<file path="src/hw/tmf_cfg.svh">
/*
  Offsets, field positions, reset values and timing counts of the
  transmit indicator selector. Assumes an 8-bit register port.
*/
`ifndef TMF_CFG_SVH
`define TMF_CFG_SVH

// Register offsets
`define TMF_OFS_CFG1   8'h00
`define TMF_OFS_STATUS_REG_ZERO  8'h01
`define TMF_OFS_STATUS_REG_ONE  8'h02
`define TMF_OFS_ISTAT  8'h03
`define TMF_OFS_IMASK  8'h04

// Config one fields
`define TMF_SEL_HI     7
`define TMF_SEL_LO     5
`define TMF_E1_BIT     2
`define TMF_FMT_HI     1
`define TMF_FMT_LO     0
`define TMF_CFG1_RST   8'h00

// Status bit positions
`define TMF_OC_BIT     4
`define TMF_TX_LINE_SIGNAL_LOSS_BIT   2
`define TMF_SYSTEM_SIGNAL_LOSS_BIT   1
`define TMF_AIS_BIT    7

// Line clock periods and system clock period, in ns
`define TMF_SYS_NS     100
`define TMF_T1_NS      648
`define TMF_E1_NS      488
`define TMF_T1_DIV     (`TMF_T1_NS / `TMF_SYS_NS)
`define TMF_E1_DIV     (`TMF_E1_NS / `TMF_SYS_NS)

`endif

</file>
<file path="src/hw/tmf_pkg.sv">
/*
  Types of the transmit indicator selector.
  Assumes nothing of its surroundings.
*/
package tmf_pkg;
  // Indicator selection codes
  typedef enum logic [2:0] {
    TMF_SEL_PATTERN = 3'h0,
    TMF_SEL_AIS     = 3'h1,
    TMF_SEL_OC      = 3'h2,
    TMF_SEL_TX_LINE_SIGNAL_LOSS    = 3'h3,
    TMF_SEL_EXZ     = 3'h4,
    TMF_SEL_BPV     = 3'h5,
    TMF_SEL_BOTH    = 3'h6,
    TMF_SEL_SYSTEM_SIGNAL_LOSS    = 3'h7
  } tmf_sel_e;

  // Transmit system interface formats
  typedef enum logic [1:0] {
    TMF_FMT_SR_NRZ = 2'h0,
    TMF_FMT_DR_NRZ = 2'h1,
    TMF_FMT_DR_RZ  = 2'h2,
    TMF_FMT_RSVD   = 2'h3
  } tmf_fmt_e;

  typedef logic [7:0] tmf_byte_t;
endpackage

</file>
<file path="src/hw/tmf_pace_if.sv">
/*
  Carries line-rate pacing between the selector and its pulse pacer.
  Assumes one clock shared by both ends.
*/
`timescale 1ns/1ps
interface tmf_pace_if;
  logic       e1_mode;   // Line rate is E1
  logic [2:0] evt;       // Raw events: error, exz, bpv
  logic [2:0] stretch;   // Events held one line period
  logic       tick;      // Line clock enable

  modport host (output e1_mode, output evt, input stretch, input tick);
  modport pace (input e1_mode, input evt, output stretch, output tick);
endinterface

</file>
<file path="src/hw/tmf_pace.sv">
/*
  Line clock divider and event pacer: turns single-cycle events into
  levels that last one line period cut to whole system clocks: 6 for T1, 4 for E1.
  Assumes events come from logic on the same clock.
*/
`timescale 1ns/1ps
`include "tmf_cfg.svh"
module tmf_pace (
  input wire logic  sys_clk,
  input wire logic  rst_n,
  tmf_pace_if.pace  pc
);
  import tmf_pkg::*;

  localparam logic [3:0] T1_DIV = 4'(`TMF_T1_DIV);
  localparam logic [3:0] E1_DIV = 4'(`TMF_E1_DIV);

  logic [3:0] div_cnt;       // Divider count
  logic [3:0] next_div_cnt;
  logic       tick;          // Line enable
  logic       next_tick;
  logic [2:0] pend;          // Events waiting for the next tick
  logic [2:0] next_pend;
  logic [2:0] hold;          // Events shown this line period
  logic [2:0] next_hold;

  // Divider and pacing next values
  always_comb begin
    next_tick = 1'b0;
    next_div_cnt = div_cnt + 4'h1;
    // Wrap at one line period
    if (div_cnt >= (pc.e1_mode ? E1_DIV : T1_DIV) - 4'h1) begin
      next_div_cnt = 4'h0;
      next_tick = 1'b1;
    end
    next_hold = hold;
    next_pend = pend | pc.evt;
    // New period: show what waited, keep events of this cycle
    if (tick) begin
      next_hold = pend;
      next_pend = pc.evt;
    end
  end

  // Registers
  always_ff @(posedge sys_clk) begin
    if (!rst_n) begin
      div_cnt <= 4'h0;
      tick    <= 1'b0;
      pend    <= 3'h0;
      hold    <= 3'h0;
    end else begin
      div_cnt <= next_div_cnt;
      tick    <= next_tick;
      pend    <= next_pend;
      hold    <= next_hold;
    end
  end

  assign pc.tick    = tick;
  assign pc.stretch = hold;
endmodule // tmf_pace

</file>
<file path="src/hw/tmf_sel.sv">
/*
  Transmit multifunction indicator selector with its register port
  and interrupt logic. Assumes condition inputs come from transmit
  path logic on sys_clk and the negative rail pin is asynchronous.
*/
// Decided for this implementation: strobed register access and the register addresses.
`timescale 1ns/1ps
`include "tmf_cfg.svh"
// Summary of operation
// RULE1: indicator drives shared pin only in two formats
// RULE2: select field in config one bits 7..5
// RULE3: single-rail NRZ disables violation, combined, system loss
// RULE4: pattern selection high while checker synchronized
// RULE5: pattern error drives low one line cycle
// RULE6: pattern selection low when out of sync
// RULE7: code 001 mirrors alarm status bit 7
// RULE8: over-current selection mirrors status zero bit 4
// RULE9: line loss selection mirrors status zero bit 2
// RULE10: excess zeroes pulse one line cycle
// RULE11: violation pulses one line cycle
// RULE12: combined selection pulses on either event
// RULE13: system loss selection mirrors status zero bit 1
// RULE14: select codes map in listed order
module tmf_sel (
  input  wire logic        sys_clk,
  input  wire logic        rst_n,
  // Register port
  input  wire logic [7:0]  reg_addr,
  input  wire tmf_pkg::tmf_byte_t reg_wdata,
  input  wire logic        reg_wr,
  input  wire logic        reg_rd,
  output tmf_pkg::tmf_byte_t reg_rdata,
  output logic             irq,
  // Transmit path conditions
  input  wire logic        pattern_sync,
  input  wire logic        pattern_error,
  input  wire logic        system_side_alarm_indication,
  input  wire logic        transmit_overcurrent,
  input  wire logic        tx_line_signal_loss,
  input  wire logic        system_excess_zeroes,
  input  wire logic        system_bipolar_violation,
  input  wire logic        system_signal_loss,
  // Shared pin
  input  wire logic        tx_negative_rail_input,
  output logic             tx_multifunction_indicator,
  output logic             tx_indicator_oe,
  output logic             neg_rail_data
);
  import tmf_pkg::*;

  tmf_pace_if pc ();                // Pacing link

  tmf_byte_t cfg1;                  // Config one
  tmf_byte_t next_cfg1;
  tmf_byte_t istat;                 // Sticky events
  tmf_byte_t next_istat;
  tmf_byte_t imask;                 // Interrupt mask
  tmf_byte_t next_imask;
  tmf_byte_t rdata;                 // Read data
  tmf_byte_t next_rdata;
  logic      irq_q;                 // Interrupt level
  logic      next_irq;
  tmf_byte_t status_reg_zero;                 // Live status zero
  tmf_byte_t status_reg_one;                 // Live status one
  tmf_byte_t evt_vec;               // Events this cycle
  logic [4:0] lvl_q;                // Previous levels
  logic [4:0] lvl_now;              // Current levels
  logic       neg_meta;             // Pin sync first stage
  logic       neg_sync;             // Pin sync second stage
  logic       neg_q;                // Sampled rail data
  logic       next_neg;
  logic       ind_q;                // Indicator
  logic       next_ind;
  logic       oe_q;                 // Pin drive enable
  logic       next_oe;
  tmf_sel_e   sel;                  // Selected condition
  tmf_fmt_e   fmt;                  // Transmit format

  // Field decode
  assign sel = tmf_sel_e'(cfg1[`TMF_SEL_HI:`TMF_SEL_LO]); // [RULE2]
  assign fmt = tmf_fmt_e'(cfg1[`TMF_FMT_HI:`TMF_FMT_LO]);

  // Pacer link
  assign pc.e1_mode = cfg1[`TMF_E1_BIT];
  assign pc.evt = {pattern_error & pattern_sync,
                   system_excess_zeroes,
                   system_bipolar_violation};

  tmf_pace u_pace (
    .sys_clk (sys_clk),
    .rst_n   (rst_n),
    .pc      (pc)
  );

  // Status registers as software sees them
  always_comb begin
    status_reg_zero = 8'h00;
    status_reg_zero[`TMF_OC_BIT]   = transmit_overcurrent;
    status_reg_zero[`TMF_TX_LINE_SIGNAL_LOSS_BIT] = tx_line_signal_loss;
    status_reg_zero[`TMF_SYSTEM_SIGNAL_LOSS_BIT] = system_signal_loss;
    status_reg_one = 8'h00;
    status_reg_one[`TMF_AIS_BIT]  = system_side_alarm_indication;
  end

  // Level conditions watched for rising edges, sync for its fall
  assign lvl_now = {system_side_alarm_indication,
                    transmit_overcurrent,
                    tx_line_signal_loss,
                    system_signal_loss,
                    pattern_sync};

  // Interrupt events: rises, sync loss, pulses
  always_comb begin
    evt_vec = 8'h00;
    evt_vec[7] = lvl_now[4] & ~lvl_q[4];
    evt_vec[4] = lvl_now[3] & ~lvl_q[3];
    evt_vec[2] = lvl_now[2] & ~lvl_q[2];
    evt_vec[1] = lvl_now[1] & ~lvl_q[1];
    evt_vec[0] = ~lvl_now[0] & lvl_q[0];
    evt_vec[3] = pattern_error & pattern_sync;
    evt_vec[5] = system_excess_zeroes;
    evt_vec[6] = system_bipolar_violation;
  end

  // Register port next values
  always_comb begin
    next_cfg1  = cfg1;
    next_imask = imask;
    next_istat = istat;
    next_rdata = 8'h00;
    // Writes
    if (reg_wr) begin
      unique case (reg_addr)
        `TMF_OFS_CFG1: begin
          next_cfg1 = reg_wdata;
        end
        `TMF_OFS_IMASK: begin
          next_imask = reg_wdata;
        end
        `TMF_OFS_ISTAT: begin
          // Write one to clear
          next_istat = istat & ~reg_wdata;
        end
        default: begin
          next_cfg1 = cfg1;
        end
      endcase
    end
    // Set wins over clear
    next_istat = next_istat | evt_vec;
    // Reads, answered next cycle
    if (reg_rd) begin
      unique case (reg_addr)
        `TMF_OFS_CFG1:  next_rdata = cfg1;
        `TMF_OFS_STATUS_REG_ZERO: next_rdata = status_reg_zero;
        `TMF_OFS_STATUS_REG_ONE: next_rdata = status_reg_one;
        `TMF_OFS_ISTAT: next_rdata = istat;
        `TMF_OFS_IMASK: next_rdata = imask;
        default:        next_rdata = 8'h00;
      endcase
    end
    next_irq = |(next_istat & next_imask);
  end

  // Register port registers
  always_ff @(posedge sys_clk) begin
    if (!rst_n) begin
      cfg1  <= `TMF_CFG1_RST;
      imask <= 8'h00;
      istat <= 8'h00;
      rdata <= 8'h00;
      irq_q <= 1'b0;
      lvl_q <= 5'h00;
    end else begin
      cfg1  <= next_cfg1;
      imask <= next_imask;
      istat <= next_istat;
      rdata <= next_rdata;
      irq_q <= next_irq;
      lvl_q <= lvl_now;
    end
  end

  // Indicator selection
  always_comb begin
    next_ind = 1'b0;
    unique case (sel) // [RULE14]
      TMF_SEL_PATTERN: begin
        // High in sync, low one line cycle per error, low out of sync
        next_ind = pattern_sync & ~pc.stretch[2]; // [RULE4] [RULE5] [RULE6]
      end
      TMF_SEL_AIS: begin
        next_ind = status_reg_one[`TMF_AIS_BIT]; // [RULE7]
      end
      TMF_SEL_OC: begin
        next_ind = status_reg_zero[`TMF_OC_BIT]; // [RULE8]
      end
      TMF_SEL_TX_LINE_SIGNAL_LOSS: begin
        next_ind = status_reg_zero[`TMF_TX_LINE_SIGNAL_LOSS_BIT]; // [RULE9]
      end
      TMF_SEL_EXZ: begin
        next_ind = pc.stretch[1]; // [RULE10]
      end
      TMF_SEL_BPV: begin
        next_ind = pc.stretch[0]; // [RULE11]
      end
      TMF_SEL_BOTH: begin
        next_ind = pc.stretch[1] | pc.stretch[0]; // [RULE12]
      end
      TMF_SEL_SYSTEM_SIGNAL_LOSS: begin
        next_ind = status_reg_zero[`TMF_SYSTEM_SIGNAL_LOSS_BIT]; // [RULE13]
      end
    endcase
    // Single-rail NRZ: three selections forced off
    if (fmt == TMF_FMT_SR_NRZ &&
        (sel == TMF_SEL_BPV || sel == TMF_SEL_BOTH ||
         sel == TMF_SEL_SYSTEM_SIGNAL_LOSS)) begin
      next_ind = 1'b0; // [RULE3]
    end
  end

  // Pin ownership: drive in single-rail NRZ and dual-rail RZ
  always_comb begin
    next_oe = (fmt == TMF_FMT_SR_NRZ) ||
              (fmt == TMF_FMT_DR_RZ); // [RULE1]
    // Rail data is only taken while the pin is an input
    next_neg = next_oe ? 1'b0 : neg_sync;
  end

  // Pin registers and synchroniser
  always_ff @(posedge sys_clk) begin
    if (!rst_n) begin
      neg_meta <= 1'b0;
      neg_sync <= 1'b0;
      neg_q    <= 1'b0;
      ind_q    <= 1'b0;
      oe_q     <= 1'b0;
    end else begin
      neg_meta <= tx_negative_rail_input;
      neg_sync <= neg_meta;
      neg_q    <= next_neg;
      ind_q    <= next_ind;
      oe_q     <= next_oe;
    end
  end

  // Outputs straight from flops
  assign tx_multifunction_indicator = ind_q;
  assign tx_indicator_oe            = oe_q;
  assign neg_rail_data              = neg_q;
  assign reg_rdata                  = rdata;
  assign irq                        = irq_q;
endmodule // tmf_sel
</file>
<file path="config.mk">
export PLATFORM = sky130hd
export DESIGN_NAME = tmf_sel
export DESIGN_NICKNAME = d
export VERILOG_FILES = /design/src/hw/tmf_pkg.sv /design/src/hw/tmf_pace_if.sv /design/src/hw/tmf_pace.sv /design/src/hw/tmf_sel.sv
export VERILOG_INCLUDE_DIRS = /design/src /design/src/hw
export SDC_FILE = /design/constraint.sdc
export NUM_CORES = 1
export LEC_CHECK = 0
export ABC_CLOCK_PERIOD_IN_PS = 2100
export BUFFER_PORTS_ARGS = -buffer_cell sky130_fd_sc_hd__buf_2
export CAP_MARGIN = 20
export CORE_ASPECT_RATIO = 1.75
export CORE_MARGIN = 2
export CORE_UTILIZATION = 30
export CTS_CLUSTER_DIAMETER = 30
export DETAILED_ROUTE_END_ITERATION = 8
export MAX_ROUTING_LAYER = met4
export PLACE_DENSITY = 0.57
export SETUP_SLACK_MARGIN = 0.05
export SYNTH_ARGS = -nofsm -noshare
export SYNTH_HDL_FRONTEND = slang
export SYNTH_SLANG_ARGS = --single-unit
</file>
<file path="constraint.sdc">
create_clock -name sys_clk -period 2.1 [get_ports sys_clk]
set_input_delay 0 -clock sys_clk [delete_from_list [all_inputs] [get_ports sys_clk]]
set_output_delay 0 -clock sys_clk [all_outputs]
set_load 0.02 [all_outputs]
</file>
After elaboration in Yosys (flattened, before gate mapping). Cells that the tools add are included.

Input bits: 29. Output and inout bits: 12. Flip-flop bits (word level): 54. Logic and storage cells: 72.

Equality and inequality tests: 12. Bitwise gates (word level): 20. Add/sub/neg operators: 2. Magnitude comparators: 1. Reductions and logical operators: 13. Multiplexer cells: 9.

Operators with widths (count): $pmux 8 s5 (1); $mux 8 (4); $and 8x8->8 (2); $eq 8x2->1 const B (2); $eq 3x3->1 const B (4); $eq 8x1->1 const B (1); $eq 8x3->1 const B (1); $logic_not 8->1 (1); $not 8->8 (1); $or 8x8->8 (1); $pmux 1 s8 (1); $reduce_or 8->1 (1); $and 1x1->1 (7); $not 1->1 (7); $eq 3x2->1 const B (2); $reduce_or 2->1 (3); $add 4x1->4 const B (1); $ge 4x4->1 (1); $reduce_and 2->1 (2); $sub 4x1->4 const B (1); $eq 3x1->1 const B (1); $logic_not 3->1 (1); $logic_or 1x1->1 (3); $mux 3 (1); other kinds (7) (7).

Depth between registers and ports, before layout. Gate-level depths: netlist (run 1).

Depth in word-level cells: 7. Gate-level depth with buffers: 6. Depth with buffers taken out: 6.

Hierarchy. A second synthesis (run 1) with hierarchy kept.

Cells, all modules: 244. Area, all modules: 2311.0 µm².

By module, submodules not included: tmf_sel (cells each 204, area an instance 1868.0 µm², instances 1); tmf_pace (cells each 40, area an instance 442.9 µm², instances 1).

Worst setup path after synthesis (run 1). OpenSTA, ideal clock, no wires.

Path type: input -> register. Start: input port reg_addr[3]. End: register irq_q, in the netlist irq. Stages on the path: 6. Path slack: 0.164 ns. Path buffers: 1. Setup time: 0.125 ns. Required time: 1.975 ns. Arrival: 1.811 ns. Cell sequence: or4_4 -> buf_6 -> nor3_4 -> mux2i_1 -> o22ai_1 -> o41a_1.

Cells in the longest elaborated chain, start to end: 6. Elaborated cells on any way between the ends: 9. Those cells by class: eq/ne (2); mux (4); bitwise (2); reduce/logical (1).

RTL lines: start, declared (line tmf_sel.sv:28) `input wire logic [7:0] reg_addr,`; $eq 8x2->1 (line tmf_sel.sv:133) `unique case (reg_addr)`; $mux 8 (line tmf_sel.sv:133); $mux 8 (line tmf_sel.sv:132) `if (reg_wr) begin`; $or 8x8->8 (line tmf_sel.sv:150) `next_istat = next_istat | evt_vec;`; $and 8x8->8 (*) (line tmf_sel.sv:162) `next_irq = |(next_istat & next_imask);`; $reduce_or 8->1 (*) (line tmf_sel.sv:162); end signal, assigned (line tmf_sel.sv:179) `irq_q <= next_irq;`; end, declared (line tmf_sel.sv:61) `logic irq_q;`.

Mark *: on every way between the ends. The rest lies on a longest branch, timed or not. A chain may end at the register's enable or synchronous reset.

Final worst setup path (run 1). Same ends and word-level chain as after synthesis.

==> results of run 1 <==
[path summary, 6_finish.rpt]
check               startpoint                 to  slack, ps  cells after the start
setup reg to reg       cfg1[2]  u_pace.div_cnt[0]        460                      6
hold reg to reg       neg_meta           neg_sync        440                      1
hold / removal    reg_wdata[7]            cfg1[7]         10                      3
setup / recovery   reg_addr[3]                irq        410                      7
[cell type report]
class | count | share of cell area [%]
Clock inverter | 2 | 0.570
Timing Repair Buffer | 62 | 14.4
Inverter | 3 | 0.394
Sequential cell | 54 | 37.9
Multi-Input combinational cell | 161 | 38.2
Clock buffer | 6 | 4.86
Tap cell | 86 | 3.77
[per-layer routing]
metal / vias up / routed length, microns / GRT usage, %
met5: - / 0 / -
met3: 14 / 171 / 2.13
met2: 37 / 3400 / 29.1
li1: 941 / - / -
met1: 899 / 2270 / 15.8
met4: 0 / 223 / 8.58
[flip-flops by register name, summed over array words and instances (netlist names)]
| name | cells |
|---|---|
| istat | 8 |
| irq | 1 |
| u_pace.div_cnt | 4 |
| tx_indicator_oe | 1 |
| cfg1 | 8 |
| u_pace.pc.tick | 1 |
| imask | 8 |
| neg_sync | 1 |
| u_pace.pc.stretch | 3 |
| neg_meta | 1 |
| reg_rdata | 8 |
| neg_rail_data | 1 |
| u_pace.pend | 3 |
| tx_multifunction_indicator | 1 |
| lvl_q | 5 |
[repair_timing]
action | in CTS | in global routing
hold buffers | 13 | 0
hold endpoints to repair | 14 | 0
gates resized for setup | 0 | 0
[tightest hold or removal path: cells and delay by family]
family	cells	cell delay (ps)
compound gates	1	60
buf+inv	1	130
simple gates	1	60
[Yosys cell counts (all sizes together)]
cell     count  area (sq um)
a211oi       2          15.0
a21boi       9          67.6
a21o         1          7.51
a21oi        9          45.0
a221oi       4          35.0
a222oi       5          50.1
a22oi        3          22.5
a41o         1          10.0
and2         8          50.1
and2b        1          7.51
and3         2          12.5
buf          4          27.5
clkbuf       7          26.3
dfxtp       54          1080
ha           3          37.5
inv          3          11.3
mux2i       14           140
nand2       13          48.8
nand2b       1          6.26
nand3        9          45.0
nand4        7          43.8
nor2        14          52.6
nor2b       29           181
nor3         7          51.3
nor4b        2          30.0
o211a        1          10.0
o21a         2          15.0
o21ai        2          10.0
o22ai        4          25.0
o2bb2ai      1          8.76
o311ai       1          8.76
o41a         1          11.3
or2          1          6.26
or3          1          6.26
or4          1          11.3
xnor2        1          8.76
xor2         1          8.76
[where the power goes]
group          internal (uW)  switching, uW
clock network            480            389
logic                   88.0           91.2
registers               1060           17.8
[stage by stage]
step	cell area, sq um	util, %	setup WS, ps	std cells	hold slack [ps]
after floorplan	2240	-	164	229	122
after global placement	2570	35.5	131	353	212
after detailed placement	2570	35.5	102	353	221
after CTS	2860	39.5	422	374	6.66
after global routing	2860	39.5	315	374	11.9
final	2860	39.5	414	374	10.7
[cell families after synthesis]
| group | synth area share [%] |
|---|---|
| xor gates and xnor gates | 0.784 |
| muxes | 6.27 |
| AOI/OAI and AO/OA | 15.3 |
| buffers and inverters | 2.91 |
| adders and majority gates | 1.68 |
| DFF | 48.3 |
| and+or+nand+nor | 24.7 |
==> results.cfg, run 1 <==
[drt]
drtAntennaViolNets = 0
first_pass_iters = 4
avgViaCountPerCell = 5.06
wl_microns = 6060
detail_route.wl_per_cell_microns = 16.2
drt_iter0_markers = 127
vias = 1891
drc_errors = 0

[setup_path]
cpPeakStageDelay_ps = 580
cp_num_buf_inv = 2
cp_max_fo = 8
worstPathRequired_ps = 2290
crit_type = primary input to flip-flop
startpoint_type = primary input
cp-end-kind = flip-flop
path_cells = buf_2, or4_4, nor3_4, buf_12, mux2i_1, o22ai_1, o41a_1
cp_top_family = simple AND/OR/NAND/NOR gates
arrival_ps = 1870
cp_slowest_cell = or4_4

[worst_hold_path]
hold_path_class = primary input to flip-flop

[global_routing]
antenna_found_initial = 0
grt_use_total_pct = 15.8
grt_pass1_vias = 1854
grt_max_degree = 45
grt_pass1_wl_microns = 9670
grt_overflow = 0

[finish]
final_cell_mix = dfxtp_1, buf_2, nor2b_1, mux2i_1, nor2_1
n_antenna_cell = 0
fillers = 730
final_common_cell = dfxtp_1
register_area_sq_mm = 0.00108
synthToLayoutAreaGrowth_pct = 27.7
drive_gt1_share_pct = 21.9
nets = 319
multiInputGateArea_sq_mm = 0.00109

[logic_synthesis]
synth-seq-cells = 54
syn_inst = 229
ys_warn_count = 0
synth.avg_cell_area_sq_um = 9.76
seq_area_frac_synth_pct = 48.3
yosysUniqueCellTypes = 43
syn_nets = 261
syn_area_sq_mm = 0.00224

[clock_network]
path_clk_slew_ps = 70
clock_latency_ps = 300
post_cts_buffers = 0
cts.sinks = 54
cts_buffers = 5
root_buffer = clkbuf_16
htreeDepth = 2
clock_path_buffers = 2
cts_tree = done

[timing]
fin_skew_ps = 6.40
tns_ps = 0
finalCritPeriodShare_pct = 80.3
fin_crit_ps = 1690
final_hold_viol_count = 0
rsz0062_at_grt = false
fmax_mhz = 593
max-slew-margin-rel_pct = 71.3
report.final.slew_viol_count = 0
worstMarginPinSlew_ps = 430
final-setup-viol-count = 0

[die]
chipWidth_microns = 69.3
row_count = 41
floorplan.initialDensity_pct = 30.9
dieArea_sq_mm = 0.00819
pin_count = 41
core_area_sq_mm = 0.00723
die_y_microns = 118

[status]
status = finished, final reports clean

[pwr]
p_per_area_mw_per_mm2 = 743
ir_drop_mv = 0.335
total_power_uw = 2120
p_leak_uw = 0.00108

[flow_run]
maxCapViolCount = 0

[placed_design]
gp_congestion = 0.805
io_buffers = 40
dp_hpwl_microns = 4580
Note: power is estimated with default switching activity, not from simulation.
==> run 2: changes to the inputs <==
ABC_CLOCK_PERIOD_IN_PS = 1700   (was 2100)
clock period = 1.7 ns   (was 2.1 ns; I/O delays follow)
==> run 2 against run 1 <==
Compared with the run above:
- setup slack worse by 270 ps
- clock skew about the same
- clock power up 32%
- highest routed layer unchanged
- core utilization up 3.2 points
- largest power group unchanged
- global-route usage up 0.19 points
==> results.cfg, run 2 (synthesized netlist as in run 1, its figures left out) <==
[status]
status = finished, final reports clean

[finish]
synthToLayoutAreaGrowth_pct = 37.9
n_antenna_cell = 0
drive_gt1_share_pct = 29.1
nets = 345
final_common_cell = dfxtp_1
final_util_pct = 42.6
final_cell_mix = dfxtp_1, buf_2, buf_4, nor2b_1

[placed_design]
preCtsSetupSlack_ps = -182
gp_congestion = 0.900
io_buffers = 40
dp_hpwl_microns = 4710

[die]
core_area_sq_mm = 0.00723
die_y_microns = 118
dieArea_sq_mm = 0.00819
chipWidth_microns = 69.3
pin_count = 41
floorplan.initialDensity_pct = 30.9
row_count = 41

[setup_path]
worstPathRequired_ps = 1890
crit_type = primary input to flip-flop
cp-end-kind = flip-flop
arrival_ps = 1740
cp_max_fo = 8
r2r_cells = 6
startpoint_type = primary input

[timing]
rsz0062_at_grt = false
tns_ps = 0
report.final.slew_viol_count = 0
final_hold_viol_count = 0
worstMarginPinSlew_ps = 397
hold_slack_ps = 9.10
final-setup-viol-count = 0
fin_skew_ps = 6.11
fmax_mhz = 642
finalCritPeriodShare_pct = 91.6
max-slew-margin-rel_pct = 73.5
setup_slack_ps = 142
fin_crit_ps = 1560

[pwr]
ir_drop_mv = 0.437
p_seq_share_pct = 48.4
power_frac_clock_pct = 41.8
p_int_uw = 2140
p_per_area_mw_per_mm2 = 889
combPwrFrac_pct = 9.7
switchingPower_uw = 604
p_sw_share_pct = 22.0
p_leak_uw = 0.00122

[flow_run]
maxCapViolCount = 0

[clock_network]
post_cts_buffers = 0
path_clk_slew_ps = 70
clock_path_buffers = 2
cts.sinks = 54
cts_tree = done
cts_buffers = 5
root_buffer = clkbuf_16
htreeDepth = 2
clock_latency_ps = 300

[worst_hold_path]
holdPathStages = 3
hold_path_class = primary input to flip-flop

[drt]
detail_route.wl_per_cell_microns = 15.5
drc_errors = 0
avgViaCountPerCell = 5.05
vias = 2016
drtAntennaViolNets = 0
wl_microns = 6190
drt_iter0_markers = 161
first_pass_iters = 5

[global_routing]
grt_use_total_pct = 16.0
grt_pass1_vias = 1967
antenna_found_initial = 0
grt_max_degree = 40
grt_pass1_wl_microns = 9780
grt_overflow = 0
run 2: cell types whose count changed in the layout (fill, tap and decap cells not counted):
cell           change
inv_6              -1
clkinv_4           +1
clkbuf_8           -1
dlygate4sd3_1      -2
bufinv_16          +1
buf_4             +26
buf_12             +2
a211oi_2           +1
a211oi_1           -1
clkinvlp_4         -1
run 2: final timing paths:
path                             to  slack (ps)          from
setup / recovery                irq         140   reg_addr[3]
hold / removal              cfg1[6]           9  reg_wdata[6]
setup reg to reg  u_pace.div_cnt[3]         300       cfg1[2]
hold reg to reg            neg_sync         440      neg_meta
run 2: worst max-delay path: stages:
cell     delay (ps)
buf_2           100
or4_4           550
nor3_4          180
buf_12          160
mux2i_1         230
o22ai_1         110
o41a_1          400
run 2: power groups by stage:
| stage | registers (uW) | logic, uW | clock network, uW |
|---|---|---|---|
| finish | 1330 | 267 | 1150 |
| global route | 1330 | 292 | 1220 |
| CTS | 1330 | 268 | 1180 |
| detailed placement | 1360 | 248 | 0 |
| global placement | 1360 | 244 | 0 |
| floorplan | 1350 | 107 | 0 |
run 2: layout make-up:
cell class	instances	area, sq um
fill	720	4150
multi-input combinational	161	1090
sequential	54	1080
timing repair buffer	88	626
clock buffer	5	125
tap	86	108
clock inverter	2	38.8
inverter	3	11.3
run 2: layer usage:
layer	GRT usage, %	share of wire, %
met5	-	0
met3	1.88	2.8
met4	9.44	2.7
met2	29.4	57
met1	15.9	38
run 2: through the flow:
stage               cell area [sq um]  power, uW  cells
floorplan                        2240       1460    229
global placement                 2810       1600    381
detailed placement               2810       1600    381
CTS                              3080       2780    399
global route                     3080       2840    399
finish                           3080       2740    399
run 2: timing repair:
action,in CTS,in global routing
endpoints found under the hold margin,11,0
resized for setup,0,1
setup endpoints to repair,0,3
hold buffers,11,0
